**src/design/rmc_consts.vh**
```
`ifndef RMC_CONSTS_VH
`define RMC_CONSTS_VH
// instruction codes of the slave port selecting each register
`define RMC_IR_W          3
`define RMC_IR_PADSEL     3'h1
`define RMC_IR_PADDIS     3'h2
`define RMC_IR_ANAOUT     3'h3
`define RMC_IR_TSTMODE    3'h4
`define RMC_REG_W         8
`define RMC_RST_VAL       8'h00
// test pad selection fields
`define RMC_PAD1_HI       7
`define RMC_PAD1_LO       4
`define RMC_PAD2_HI       3
`define RMC_PAD2_LO       0
// pad disable bits
`define RMC_DIS_START     6
`define RMC_DIS_SPEAK     5
`define RMC_DIS_PLL       4
`define RMC_DIS_DATA1     3
`define RMC_DIS_DATA0     2
`define RMC_DIS_MARKER    1
`define RMC_DIS_CLK       0
// analog output control bits
`define RMC_ANA_GRP_HI    7
`define RMC_ANA_GRP_LO    6
`define RMC_ANA_MUX       5
`define RMC_ANA_RDDLY     4
`define RMC_ANA_NOCLP     3
`define RMC_ANA_CMDGEN    2
`define RMC_ANA_RATE      1
`define RMC_ANA_DUAL      0
// test mode bits
`define RMC_TM_PADEN      7
`define RMC_TM_DISCLINE   6
`define RMC_TM_GATECK     5
`define RMC_TM_MUXSCAN    3
`define RMC_TM_DISCSCAN   2
`define RMC_TM_SCAN       1
`define RMC_TM_AUTOSCAN   0
// main clock divider for pad 2 code 7
`define RMC_DIV_W         4
`define RMC_DIV_TOP       4'hF
`define RMC_DIV_HALF      4'h7
`endif

```
**src/design/rmc_pad_mux.v**
```verilog
`timescale 1ns/1ps
`include "rmc_consts.vh"
// 16-way registered selector for one test pad
module rmc_pad_mux (
  // clock and reset
  input  wire        core_clk_i,
  input  wire        rst_n_i,
  // selection
  input  wire [3:0]  code_i,
  input  wire        enable_i,
  input  wire [15:0] sources_i,
  // pad
  output reg         pad_o
);
  // a disabled pad idles low so a stale code never shows
  always @(posedge core_clk_i or negedge rst_n_i) begin
    if (!rst_n_i) begin
      pad_o <= 1'b0;
    end else begin
      pad_o <= enable_i & sources_i[code_i];
    end
  end
endmodule

```
**src/design/rmc_readout_cfg.v**
```verilog
`timescale 1ns/1ps
`include "rmc_consts.vh"
// Summary of operation
// - an 8-bit selection register holds the pad 1 code in bits 7-4 and pad 2 code in bits 3-0.
// - pad 1 codes 0-4 route row marker, delayed power-on, power-on, row connect and clamp.
// - pad 1 codes 6-10 route pre-clamp, post-clamp, delayed analog, read and calibration markers.
// - pad 1 code 11 is half clock, 12 analog marker, 13 latch, 14 high, 5 and 15 low.
// - pad 2 codes 0-6 route sequencer timing, codes 8-15 the line/frame/clamp/reset and mux sync signals.
// - pad 2 code 7 outputs the main clock divided by 16.
// - pad disable bits 6..0 turn off start, speak, pll, data1, data0, marker and clock pads.
// - analog control bits 7-6 choose discriminator group A to D for monitoring.
// - bit 5 enables analog mux, 4 read delay, 3 disables pixel clamp, 2 enables command gen.
// - bit 1 selects the output sampling clock, 0 for 80 MHz and 1 for 160 MHz.
// - with bit 0 clear data uses line 1 only and line 0 stays low, set uses both lines.
// - test mode bit 7 enables test pads, 6 line discriminator, 5 clock gating, 4 unused.
// - test mode bits 3..0 enable mux scan, discriminator scan, general scan and autoscan.
// - the power reset clears all four registers to zero.
// - registers load only through the serial slave port and ignore the start reset.
module rmc_readout_cfg (
  // clock and reset
  input  wire                  core_clk_i,
  input  wire                  nrst_i,
  // serial slow-control port, already in the core clock domain
  input  wire [`RMC_IR_W-1:0]  tap_instr_i,
  input  wire                  tap_capture_i,
  input  wire                  tap_shift_i,
  input  wire                  tap_update_i,
  input  wire                  tap_tdi_i,
  output reg                   tap_tdo_o,
  // selectable internal signals
  input  wire                  digital_row_marker_i,
  input  wire                  power_on_delayed_i,
  input  wire                  power_on_i,
  input  wire                  row_connect_i,
  input  wire                  clamp_i,
  input  wire                  pre_clamp_strobe_i,
  input  wire                  post_clamp_strobe_i,
  input  wire                  delayed_analog_marker_i,
  input  wire                  read_phase_marker_i,
  input  wire                  calibration_phase_marker_i,
  input  wire                  analog_sequence_marker_i,
  input  wire                  disc_latch_i,
  input  wire [6:0]            zs_timing_i,
  input  wire                  line_start_i,
  input  wire                  line_reset_i,
  input  wire                  frame_start_i,
  input  wire                  frame_reset_i,
  input  wire                  pixel_reset_i,
  input  wire                  mux_sync_i,
  input  wire                  seq_reset_i,
  // test pads
  output wire                  test_pad1_o,
  output wire                  test_pad2_o,
  // pad disables
  output reg                   start_pad_off_o,
  output reg                   speak_pad_off_o,
  output reg                   pll_pad_off_o,
  output reg                   data1_pad_off_o,
  output reg                   data0_pad_off_o,
  output reg                   marker_pad_off_o,
  output reg                   clock_pad_off_o,
  // analog and output options
  output reg  [1:0]            disc_group_o,
  output reg                   anamux_en_o,
  output reg                   read_delay_en_o,
  output reg                   pixel_clamp_off_o,
  output reg                   cmdgen_cfg_en_o,
  output reg                   rate_160_o,
  output reg                   dual_line_o,
  // test modes
  output reg                   test_pad_en_o,
  output reg                   disc_line_en_o,
  output reg                   clock_gating_en_o,
  output reg                   mux_scan_en_o,
  output reg                   disc_scan_en_o,
  output reg                   scan_en_o,
  output reg                   disc_autoscan_en_o
);
  ////////////////////////////////////////////////////////////////////////////
  // reset release
  reg rst_meta;
  reg rst_n;
  always @(posedge core_clk_i or negedge nrst_i) begin
    if (!nrst_i) begin
      rst_meta <= 1'b0;
      rst_n    <= 1'b0;
    end else begin
      rst_meta <= 1'b1;
      rst_n    <= rst_meta;
    end
  end

  ////////////////////////////////////////////////////////////////////////////
  // configuration registers and shift stage
  reg  [`RMC_REG_W-1:0] test_pad_select;
  reg  [`RMC_REG_W-1:0] pad_disable_control;
  reg  [`RMC_REG_W-1:0] analog_output_control;
  reg  [`RMC_REG_W-1:0] test_mode_control;
  reg  [`RMC_REG_W-1:0] shift_reg;
  reg  [`RMC_REG_W-1:0] sel_value;
  wire                  sel_hit;

  assign sel_hit = (tap_instr_i == `RMC_IR_PADSEL) || (tap_instr_i == `RMC_IR_PADDIS) ||
                   (tap_instr_i == `RMC_IR_ANAOUT) || (tap_instr_i == `RMC_IR_TSTMODE);

  // register currently selected by the instruction, zero when none
  always @* begin
    case (tap_instr_i)
      `RMC_IR_PADSEL:  sel_value = test_pad_select;
      `RMC_IR_PADDIS:  sel_value = pad_disable_control;
      `RMC_IR_ANAOUT:  sel_value = analog_output_control;
      `RMC_IR_TSTMODE: sel_value = test_mode_control;
      default:         sel_value = `RMC_RST_VAL;
    endcase
  end

  // capture loads the selected value, zero for a refused instruction, so a stale
  // shift stage never leaks out; shift moves lsb first toward tdo
  always @(posedge core_clk_i or negedge rst_n) begin
    if (!rst_n) begin
      shift_reg <= `RMC_RST_VAL;
      tap_tdo_o <= 1'b0;
    end else begin
      if (tap_capture_i) begin
        shift_reg <= sel_value;
      end else if (tap_shift_i && sel_hit) begin
        shift_reg <= {tap_tdi_i, shift_reg[`RMC_REG_W-1:1]};
      end
      tap_tdo_o <= shift_reg[0];
    end
  end

  // only the power reset clears them; the start reset never reaches here
  always @(posedge core_clk_i or negedge rst_n) begin
    if (!rst_n) begin
      test_pad_select       <= `RMC_RST_VAL;
      pad_disable_control   <= `RMC_RST_VAL;
      analog_output_control <= `RMC_RST_VAL;
      test_mode_control     <= `RMC_RST_VAL;
    end else if (tap_update_i) begin
      case (tap_instr_i)
        `RMC_IR_PADSEL:  test_pad_select       <= shift_reg;
        `RMC_IR_PADDIS:  pad_disable_control   <= shift_reg;
        `RMC_IR_ANAOUT:  analog_output_control <= shift_reg;
        `RMC_IR_TSTMODE: test_mode_control     <= shift_reg;
        default: ;
      endcase
    end
  end

  ////////////////////////////////////////////////////////////////////////////
  // decoded control outputs, registered so each comes from a flip-flop
  always @(posedge core_clk_i or negedge rst_n) begin
    if (!rst_n) begin
      {start_pad_off_o, speak_pad_off_o, pll_pad_off_o, data1_pad_off_o} <= 4'h0;
      {data0_pad_off_o, marker_pad_off_o, clock_pad_off_o} <= 3'h0;
      disc_group_o <= 2'h0;
      {anamux_en_o, read_delay_en_o, pixel_clamp_off_o, cmdgen_cfg_en_o} <= 4'h0;
      {rate_160_o, dual_line_o} <= 2'h0;
      {test_pad_en_o, disc_line_en_o, clock_gating_en_o} <= 3'h0;
      {mux_scan_en_o, disc_scan_en_o, scan_en_o, disc_autoscan_en_o} <= 4'h0;
    end else begin
      start_pad_off_o    <= pad_disable_control[`RMC_DIS_START];
      speak_pad_off_o    <= pad_disable_control[`RMC_DIS_SPEAK];
      pll_pad_off_o      <= pad_disable_control[`RMC_DIS_PLL];
      data1_pad_off_o    <= pad_disable_control[`RMC_DIS_DATA1];
      // single-line mode keeps data line 0 low by parking its pad
      data0_pad_off_o    <= pad_disable_control[`RMC_DIS_DATA0] |
                            ~analog_output_control[`RMC_ANA_DUAL];
      marker_pad_off_o   <= pad_disable_control[`RMC_DIS_MARKER];
      clock_pad_off_o    <= pad_disable_control[`RMC_DIS_CLK];
      disc_group_o       <= analog_output_control[`RMC_ANA_GRP_HI:`RMC_ANA_GRP_LO];
      anamux_en_o        <= analog_output_control[`RMC_ANA_MUX];
      read_delay_en_o    <= analog_output_control[`RMC_ANA_RDDLY];
      pixel_clamp_off_o  <= analog_output_control[`RMC_ANA_NOCLP];
      cmdgen_cfg_en_o    <= analog_output_control[`RMC_ANA_CMDGEN];
      rate_160_o         <= analog_output_control[`RMC_ANA_RATE];
      dual_line_o        <= analog_output_control[`RMC_ANA_DUAL];
      test_pad_en_o      <= test_mode_control[`RMC_TM_PADEN];
      disc_line_en_o     <= test_mode_control[`RMC_TM_DISCLINE];
      clock_gating_en_o  <= test_mode_control[`RMC_TM_GATECK];
      mux_scan_en_o      <= test_mode_control[`RMC_TM_MUXSCAN];
      disc_scan_en_o     <= test_mode_control[`RMC_TM_DISCSCAN];
      scan_en_o          <= test_mode_control[`RMC_TM_SCAN];
      disc_autoscan_en_o <= test_mode_control[`RMC_TM_AUTOSCAN];
    end
  end

  ////////////////////////////////////////////////////////////////////////////
  // local clock dividers for the pads: half rate and divide by 16
  reg [`RMC_DIV_W-1:0] div_cnt;
  reg                  half_rate_clock;
  reg                  divided_main_clock;
  always @(posedge core_clk_i or negedge rst_n) begin
    if (!rst_n) begin
      div_cnt            <= {`RMC_DIV_W{1'b0}};
      half_rate_clock    <= 1'b0;
      divided_main_clock <= 1'b0;
    end else begin
      div_cnt            <= div_cnt + 1'b1;
      half_rate_clock    <= ~half_rate_clock;
      // high for 8 of every 16 cycles
      divided_main_clock <= (div_cnt > `RMC_DIV_HALF);
    end
  end

  ////////////////////////////////////////////////////////////////////////////
  // source tables; constants tie the ground and supply codes
  wire [15:0] pad1_sources;
  wire [15:0] pad2_sources;
  wire [3:0]  pad1_source_code;
  wire [3:0]  pad2_source_code;

  assign pad1_source_code = test_pad_select[`RMC_PAD1_HI:`RMC_PAD1_LO];
  assign pad2_source_code = test_pad_select[`RMC_PAD2_HI:`RMC_PAD2_LO];

  assign pad1_sources = {1'b0, 1'b1, disc_latch_i, analog_sequence_marker_i,
                         half_rate_clock, calibration_phase_marker_i,
                         read_phase_marker_i, delayed_analog_marker_i,
                         post_clamp_strobe_i, pre_clamp_strobe_i, 1'b0,
                         clamp_i, row_connect_i, power_on_i,
                         power_on_delayed_i, digital_row_marker_i};
  assign pad2_sources = {seq_reset_i, mux_sync_i, pixel_reset_i, clamp_i,
                         frame_reset_i, frame_start_i, line_reset_i, line_start_i,
                         divided_main_clock, zs_timing_i};

  // the enable bit forces both pads low when test pads are off
  rmc_pad_mux u_pad1 (
    .core_clk_i (core_clk_i),
    .rst_n_i    (rst_n),
    .code_i     (pad1_source_code),
    .enable_i   (test_mode_control[`RMC_TM_PADEN]),
    .sources_i  (pad1_sources),
    .pad_o      (test_pad1_o)
  );

  rmc_pad_mux u_pad2 (
    .core_clk_i (core_clk_i),
    .rst_n_i    (rst_n),
    .code_i     (pad2_source_code),
    .enable_i   (test_mode_control[`RMC_TM_PADEN]),
    .sources_i  (pad2_sources),
    .pad_o      (test_pad2_o)
  );
endmodule

```
**config.mk**
```make
export PLATFORM = sky130hd
export DESIGN_NAME = rmc_readout_cfg
export DESIGN_NICKNAME = d
export VERILOG_FILES = /design/src/design/rmc_pad_mux.v /design/src/design/rmc_readout_cfg.v
export VERILOG_INCLUDE_DIRS = /design/src /design/src/design
export SDC_FILE = /design/constraint.sdc
export NUM_CORES = 1
export LEC_CHECK = 0
export BUFFER_PORTS_ARGS = -buffer_cell sky130_fd_sc_hd__buf_2
export CAP_MARGIN = 5
export CORE_ASPECT_RATIO = 0.7
export CORE_MARGIN = 10
export CORE_UTILIZATION = 58
export CTS_CLUSTER_SIZE = 24
export DETAILED_ROUTE_END_ITERATION = 8
export PLACE_DENSITY = 0.92
export SLEW_MARGIN = 20
export SYNTH_ARGS = -nofsm -noshare
export SYNTH_HDL_FRONTEND = slang
export SYNTH_SLANG_ARGS = --single-unit
```
**constraint.sdc**
```tcl
create_clock -name core_clk_i -period 5.5 [get_ports core_clk_i]
set_input_delay 0.825 -clock core_clk_i [delete_from_list [all_inputs] [get_ports core_clk_i]]
set_output_delay 0.825 -clock core_clk_i [all_outputs]
set_load 0.01 [all_outputs]
```
# Word-level counts from Yosys, hierarchy flattened
# Index checks and enable logic that the tools add are counted.
# W data, S select, Z words.
op_classes:
  bitwise: 5
  n_addsub: 1
  n_reduce_logical: 9
  n_eq_ne: 4
  muxes: 7
  magnitude_cmp: 3
  shifts: 0
  n_mul: 0
  div: 0
ops:
  columns: ["operator", "n"]
  rows:
  - ["$pmux W8 S4", 1]
  - ["$mux W8", 2]
  - ["$lt A4 B5 Y1 const B", 2]
  - ["$bmux W1 S4", 2]
  - ["$reduce_and A2 Y1", 4]
  - ["$eq A3 B2 Y1 const B", 2]
  - ["$add A4 B1 Y4 const B", 1]
  - ["$gt A4 B3 Y1 const B", 1]
  - ["$eq A3 B1 Y1 const B", 1]
  - ["$eq A3 B3 Y1 const B", 1]
  - ["$logic_or A1 B1 Y1", 3]
  - ["$and A1 B1 Y1", 2]
  - ["$mux W1", 2]
  - ["$not A1 Y1", 2]
  - ["$reduce_bool A2 Y1", 1]
  - ["$logic_and A1 B1 Y1", 1]
  - ["$or A1 B1 Y1", 1]
totals:
  mem_bits_ro: 0
  latch_bits: 0
  n_memories: 0
  ramBits: 0
  reg_bits: 73
  in_bits: 35
  output_inout_bits: 25

# Longest topological paths before layout
logic_depth:
  word_depth: 7
  mapped_depth: 5
  mapped_depth_nobuf: 4

# Modules after synthesis
# From an unflattened synthesis, not the netlist that was laid out.
unflattened:
  cells_unflattened: 219
  hier_area_um2: 3034.2
modules_own_cells:
  columns: ["module", "area_per_inst_um2", "n_inst", "seq_area_each_um2", "cells_per_inst"]
  rows:
  - ["rmc_readout_cfg", 2671.3, 1, 1776.7, 183]
  - ["rmc_pad_mux", 181.4, 2, 25.0, 18]

# Worst setup path before layout
# Ideal clock, no wire load.
synth_timing:
  path_type: "input to register"
  from: "input tap_instr_i[0]"
  to: "register shift_reg[0]"
  n_path_buf: 0
  arrival_ns: 1.861
  cell_stages: 4
  path_slack_ns: 3.520
  setup_ns: 0.119
  path_cell_list: "or3_1 -> nand3_2 -> mux2_2 -> o21a_1"
synth_between:
  elab_chain_cells: 6
synth_rtl:
  columns: ["item", "line", "rtl"]
  rows:
  - ["start, declared", "rmc_readout_cfg.v:24", "input wire [`RMC_IR_W-1:0] tap_instr_i,"]
  - ["$eq A3 B1 Y1 / $eq A3 B2 Y1 (equally long branches)", "rmc_readout_cfg.v:108", "case (tap_instr_i)"]
  - ["$logic_or A1 B1 Y1 (3 in series)", "rmc_readout_cfg.v:103", "assign sel_hit = (tap_instr_i == `RMC_IR_PADSEL) || (tap_instr_i == `RMC_IR_PADDIS) ||"]
  - ["$logic_and A1 B1 Y1", "rmc_readout_cfg.v:126", "end else if (tap_shift_i && sel_hit) begin"]
  - ["$reduce_bool A2 Y1 (no line)", null, null]
  - ["end signal, assigned", "rmc_readout_cfg.v:121", "shift_reg <= `RMC_RST_VAL;"]
  - ["end signal, assigned", "rmc_readout_cfg.v:125", "shift_reg <= sel_value;"]
  - ["end signal, assigned", "rmc_readout_cfg.v:127", "shift_reg <= {tap_tdi_i, shift_reg[`RMC_REG_W-1:1]};"]
  - ["end, declared", "rmc_readout_cfg.v:99", "reg [`RMC_REG_W-1:0] shift_reg;"]
# Several ways; a longest one is shown, not always the timed one.
# A chain may end at the register's enable or synchronous reset.

# Final worst setup path
layout_timing:
  from: "input tap_instr_i[1]"
  to: "register test_mode_control[2]"
layout_between:
  elab_chain_cells: 2
layout_rtl:
  columns: ["item", "line", "rtl"]
  rows:
  - ["$eq A3 B3 Y1", "rmc_readout_cfg.v:141", "case (tap_instr_i)"]
  - ["$reduce_and A2 Y1 (no line)", null, null]
  - ["end signal, assigned", "rmc_readout_cfg.v:139", "test_mode_control <= `RMC_RST_VAL;"]
  - ["end signal, assigned", "rmc_readout_cfg.v:145", "`RMC_IR_TSTMODE: test_mode_control <= shift_reg;"]
  - ["end, declared", "rmc_readout_cfg.v:98", "reg [`RMC_REG_W-1:0] test_mode_control;"]
# No other way between the ends.

==> results.tsv <==
stage	metric	value	unit
detailed_routing	wire length per cell	18.4	µm
sta	Fin. Hold Viols	0	
detailed_routing	vias per cell	5.71	
placed_design	Placer Congestion	0.789	
detailed_routing	DRC	0	
detailed_routing	WL met1	2720	µm
power_and_ir_drop	Peak VDD IR	0.000299	V
placed_design	Post-DP HPWL	4520	µm
clock_tree	maximum clock insertion buffer count	2	
sta	Layout Skew	0.00822	ns
layout	Final Instance Count excl. Fillers	346	
sta	fmax	447	MHz
floorplan	Site Rows	22	
power_and_ir_drop	PwrDens	411	nW/µm²
power_and_ir_drop	Sw Share	29.3	%
sta	Final Cycle Share	40.6	%
global_route	antenna violations before repair	0	
detailed_routing	ANT nets after route	0	
logic_synthesis	Syn Nets	245	
layout	Final Cell Area	3570	µm²
floorplan	Initial Utilization	59.1	%
logic_synthesis	area leader, netlist	dfrtp_1	
logic_synthesis	Mapped Cells	209	
logic_synthesis	synth top area cells	dfrtp_1 60%, mux2_2 15%, mux2i_1 3.6%	
layout	diode count	0	
logic_synthesis	Synth top area share	59.7	%
sta	RSZ-0062 raised after global routing	false	
logic_synthesis	Yosys cell types	38	
power_and_ir_drop	LEAKAGE	1.69	nW
worst_setup_path	WP data arrival	2.46	ns
global_route	first-pass GRT wire length	10600	µm
outcome	outcome	finished clean	
hold_path	Hold WC Path Type	flip-flop to asynchronous set/reset pin	
clock_tree	clock sinks	73	
sta	Setup TNS	0	ns
layout	area grow syn2layout	16.8	%
worst_setup_path	Critical Path Fanout Max	15	
power_and_ir_drop	Comb power frac	20.0	%
clock_tree	root buffer cell	clkbuf_8	
clock_tree	Skew-Pair Late Insertion Delay	0.35	ns
placed_design	placed cell area	3390	µm²
detailed_routing	WL final	6380	µm
global_route	vias in the first global route	2130	
floorplan	Die ar.	8630	µm²
worst_setup_path	Worst Path Required	5.73	ns
clock_tree	post-CTS sizing	0	
global_route	GRT Overall Usage	15.7	%
power_and_ir_drop	clock power share	26.8	%
placed_design	DP Cell Count	331	
global_route	largest net degree at the start of global routing	62	
sta	max-slew violation count	0	
logic_synthesis	Post-synth EDFFs	0	
floorplan	I/O Pins	60	
detailed_routing	Initial DRT Pass Iterations	4	
power_and_ir_drop	Seq pwr share	53.2	%
floorplan	Core Box Area	5170	µm²
placed_design	IO Port Bufs	59	
power_and_ir_drop	Pint	0.00104	W
logic_synthesis	#FFs+latches synth	73	
clock_tree	CTS H-tree depth	3	
worst_setup_path	startpoint types	primary input	
detailed_routing	met3 routed WL	504	µm
power_and_ir_drop	switching pwr	0.000430	W
worst_setup_path	CP Capture Type	flip-flop	
layout	NumNets Final	306	
clock_tree	CTS Buf Count	9	
sta	min Tclk post-route	2.24	ns
logic_synthesis	synthesized cell area	3060	µm²
logic_synthesis	Synth Flop Type	dfrtp_1	
logic_synthesis	Ys Warns	0	
floorplan	Die Height	80.8	µm
global_route	Remaining Overflow, GRT	0	
flow_run	MaxCap Viol Count	0	
clock_tree	clock-pin transition on the worst setup and hold timing paths	0.07	ns
detailed_routing	met2 routed WL	3130	µm
clock_tree	CTS tree	done	
detailed_routing	Max Used Layer	met4	
detailed_routing	vias	1977	
worst_setup_path	CP Class	primary input to flip-flop	
layout	layout cells sized above 1	46.0	%
detailed_routing	DRT iter0 DRCs	86	
logic_synthesis	Avg Cell Area, Syn	14.6	µm²
sta	worst slew pin tran	0.745	ns
sta	Setup violations, final	0	
clock_tree	Hold Buf Count CTS	0	
logic_synthesis	Async SR Flop Fraction	100	%
clock_tree	postcts setup bufs	0	
logic_synthesis	sequential area share after synthesis	59.7	%
floorplan	Die W	107	µm
sta	Rel. slew slack	50.3	%
==> routing by layer <==
layer	global-route usage (%)	up-vias
met2	24.8	64
li1	-	898
met4	5.93	0
met3	6.80	4
met5	0	-
met1	18.9	1011
==> worst max-delay path, stage by stage <==
cell and delay (ns):
buf_2 0.21, nor2b_1 0.55, and3b_1 0.49, mux2_2 0.39
==> Yosys cell counts, drive strengths merged, types with 3 or more instances <==
cell / instances
mux4: 3
o21a: 7
clkbuf: 4
o221ai: 7
dfrtp: 73
buf: 8
nand2b: 4
o21ai: 6
or3: 3
mux2: 41
mux2i: 11
inv: 4
nor2b: 3
a22oi: 7
nand3: 3
nand2: 3
==> final timing paths <==
check                                    from              endpoint  slack (ns)  depth (start not counted)
max                            tap_instr_i[1]  test_mode_control[2]        3.26                          4
min                                     rst_n            div_cnt[2]        0.12                          0
max reg2reg                test_pad_select[0]          u_pad2.pad_o        3.75                          4
min reg2reg                             rst_n            div_cnt[2]        0.12                          0
max in group asynchronous               rst_n     pixel_clamp_off_o        4.38                          1
min in group core_clk_i              rst_meta                 rst_n        0.36                          0
==> kinds of logic after synthesis <==
kind of cell | share of synthesized area (%)
other cells | 0.123
fa+ha+maj | 0.409
buf+inv | 3.11
compound gates | 9.37
mux | 20.9
xor+xnor | 0.573
simple gates | 5.81
flops | 59.7
==> power by group through the flow <==
stage	logic (W)	clock network [W]	registers, W
2_1_floorplan	0.000190	0	0.000774
3_3_place_gp	0.000290	0	0.000781
3_5_place_dp	0.000299	0	0.000788
4_1_cts	0.000301	0.000404	0.000780
5_1_grt	0.000327	0.000428	0.000798
6_report	0.000294	0.000393	0.000780
==> per-stage QoR <==
step	setup WS, ns	power (W)	hold WS, ns	util [%]
final	3.26	0.00147	0.117	69.0
after floorplan	3.32	0.000964	0.331	-
after detailed placement	2.96	0.00109	0.124	65.5
after CTS	3.31	0.00148	0.126	69.0
after global placement	3.01	0.00107	0.120	65.5
after global routing	3.18	0.00155	0.134	69.0
==> cell usage in the layout (no fill, tap or decap), types with 2 or more instances in the layout <==
cell type	count
a22oi_1	7
a41o_1	2
buf_2	59
buf_4	3
clkbuf_8	9
clkinv_2	3
clkinvlp_4	2
dfrtp_1	72
inv_1	4
mux2_2	41
mux2i_1	11
mux4_2	3
nand2_1	3
nand2b_1	4
nand3_1	2
nor2b_1	3
nor4b_1	2
nor4bb_1	2
o21a_1	7
o21ai_0	6
o221ai_1	7
o22ai_1	2
or3_1	3
==> cell type report <==
cell class                 instances  area (µm²)
clock buffer                       9         124
clock inverter                     6        60.1
fill                             392        1600
inverter                           4        15.0
multi-input combinational        120        1140
sequential                        73        1830
tap                               72        90.1
timing repair buffer              62         318
Note: power is estimated with default switching activity, not from simulation.
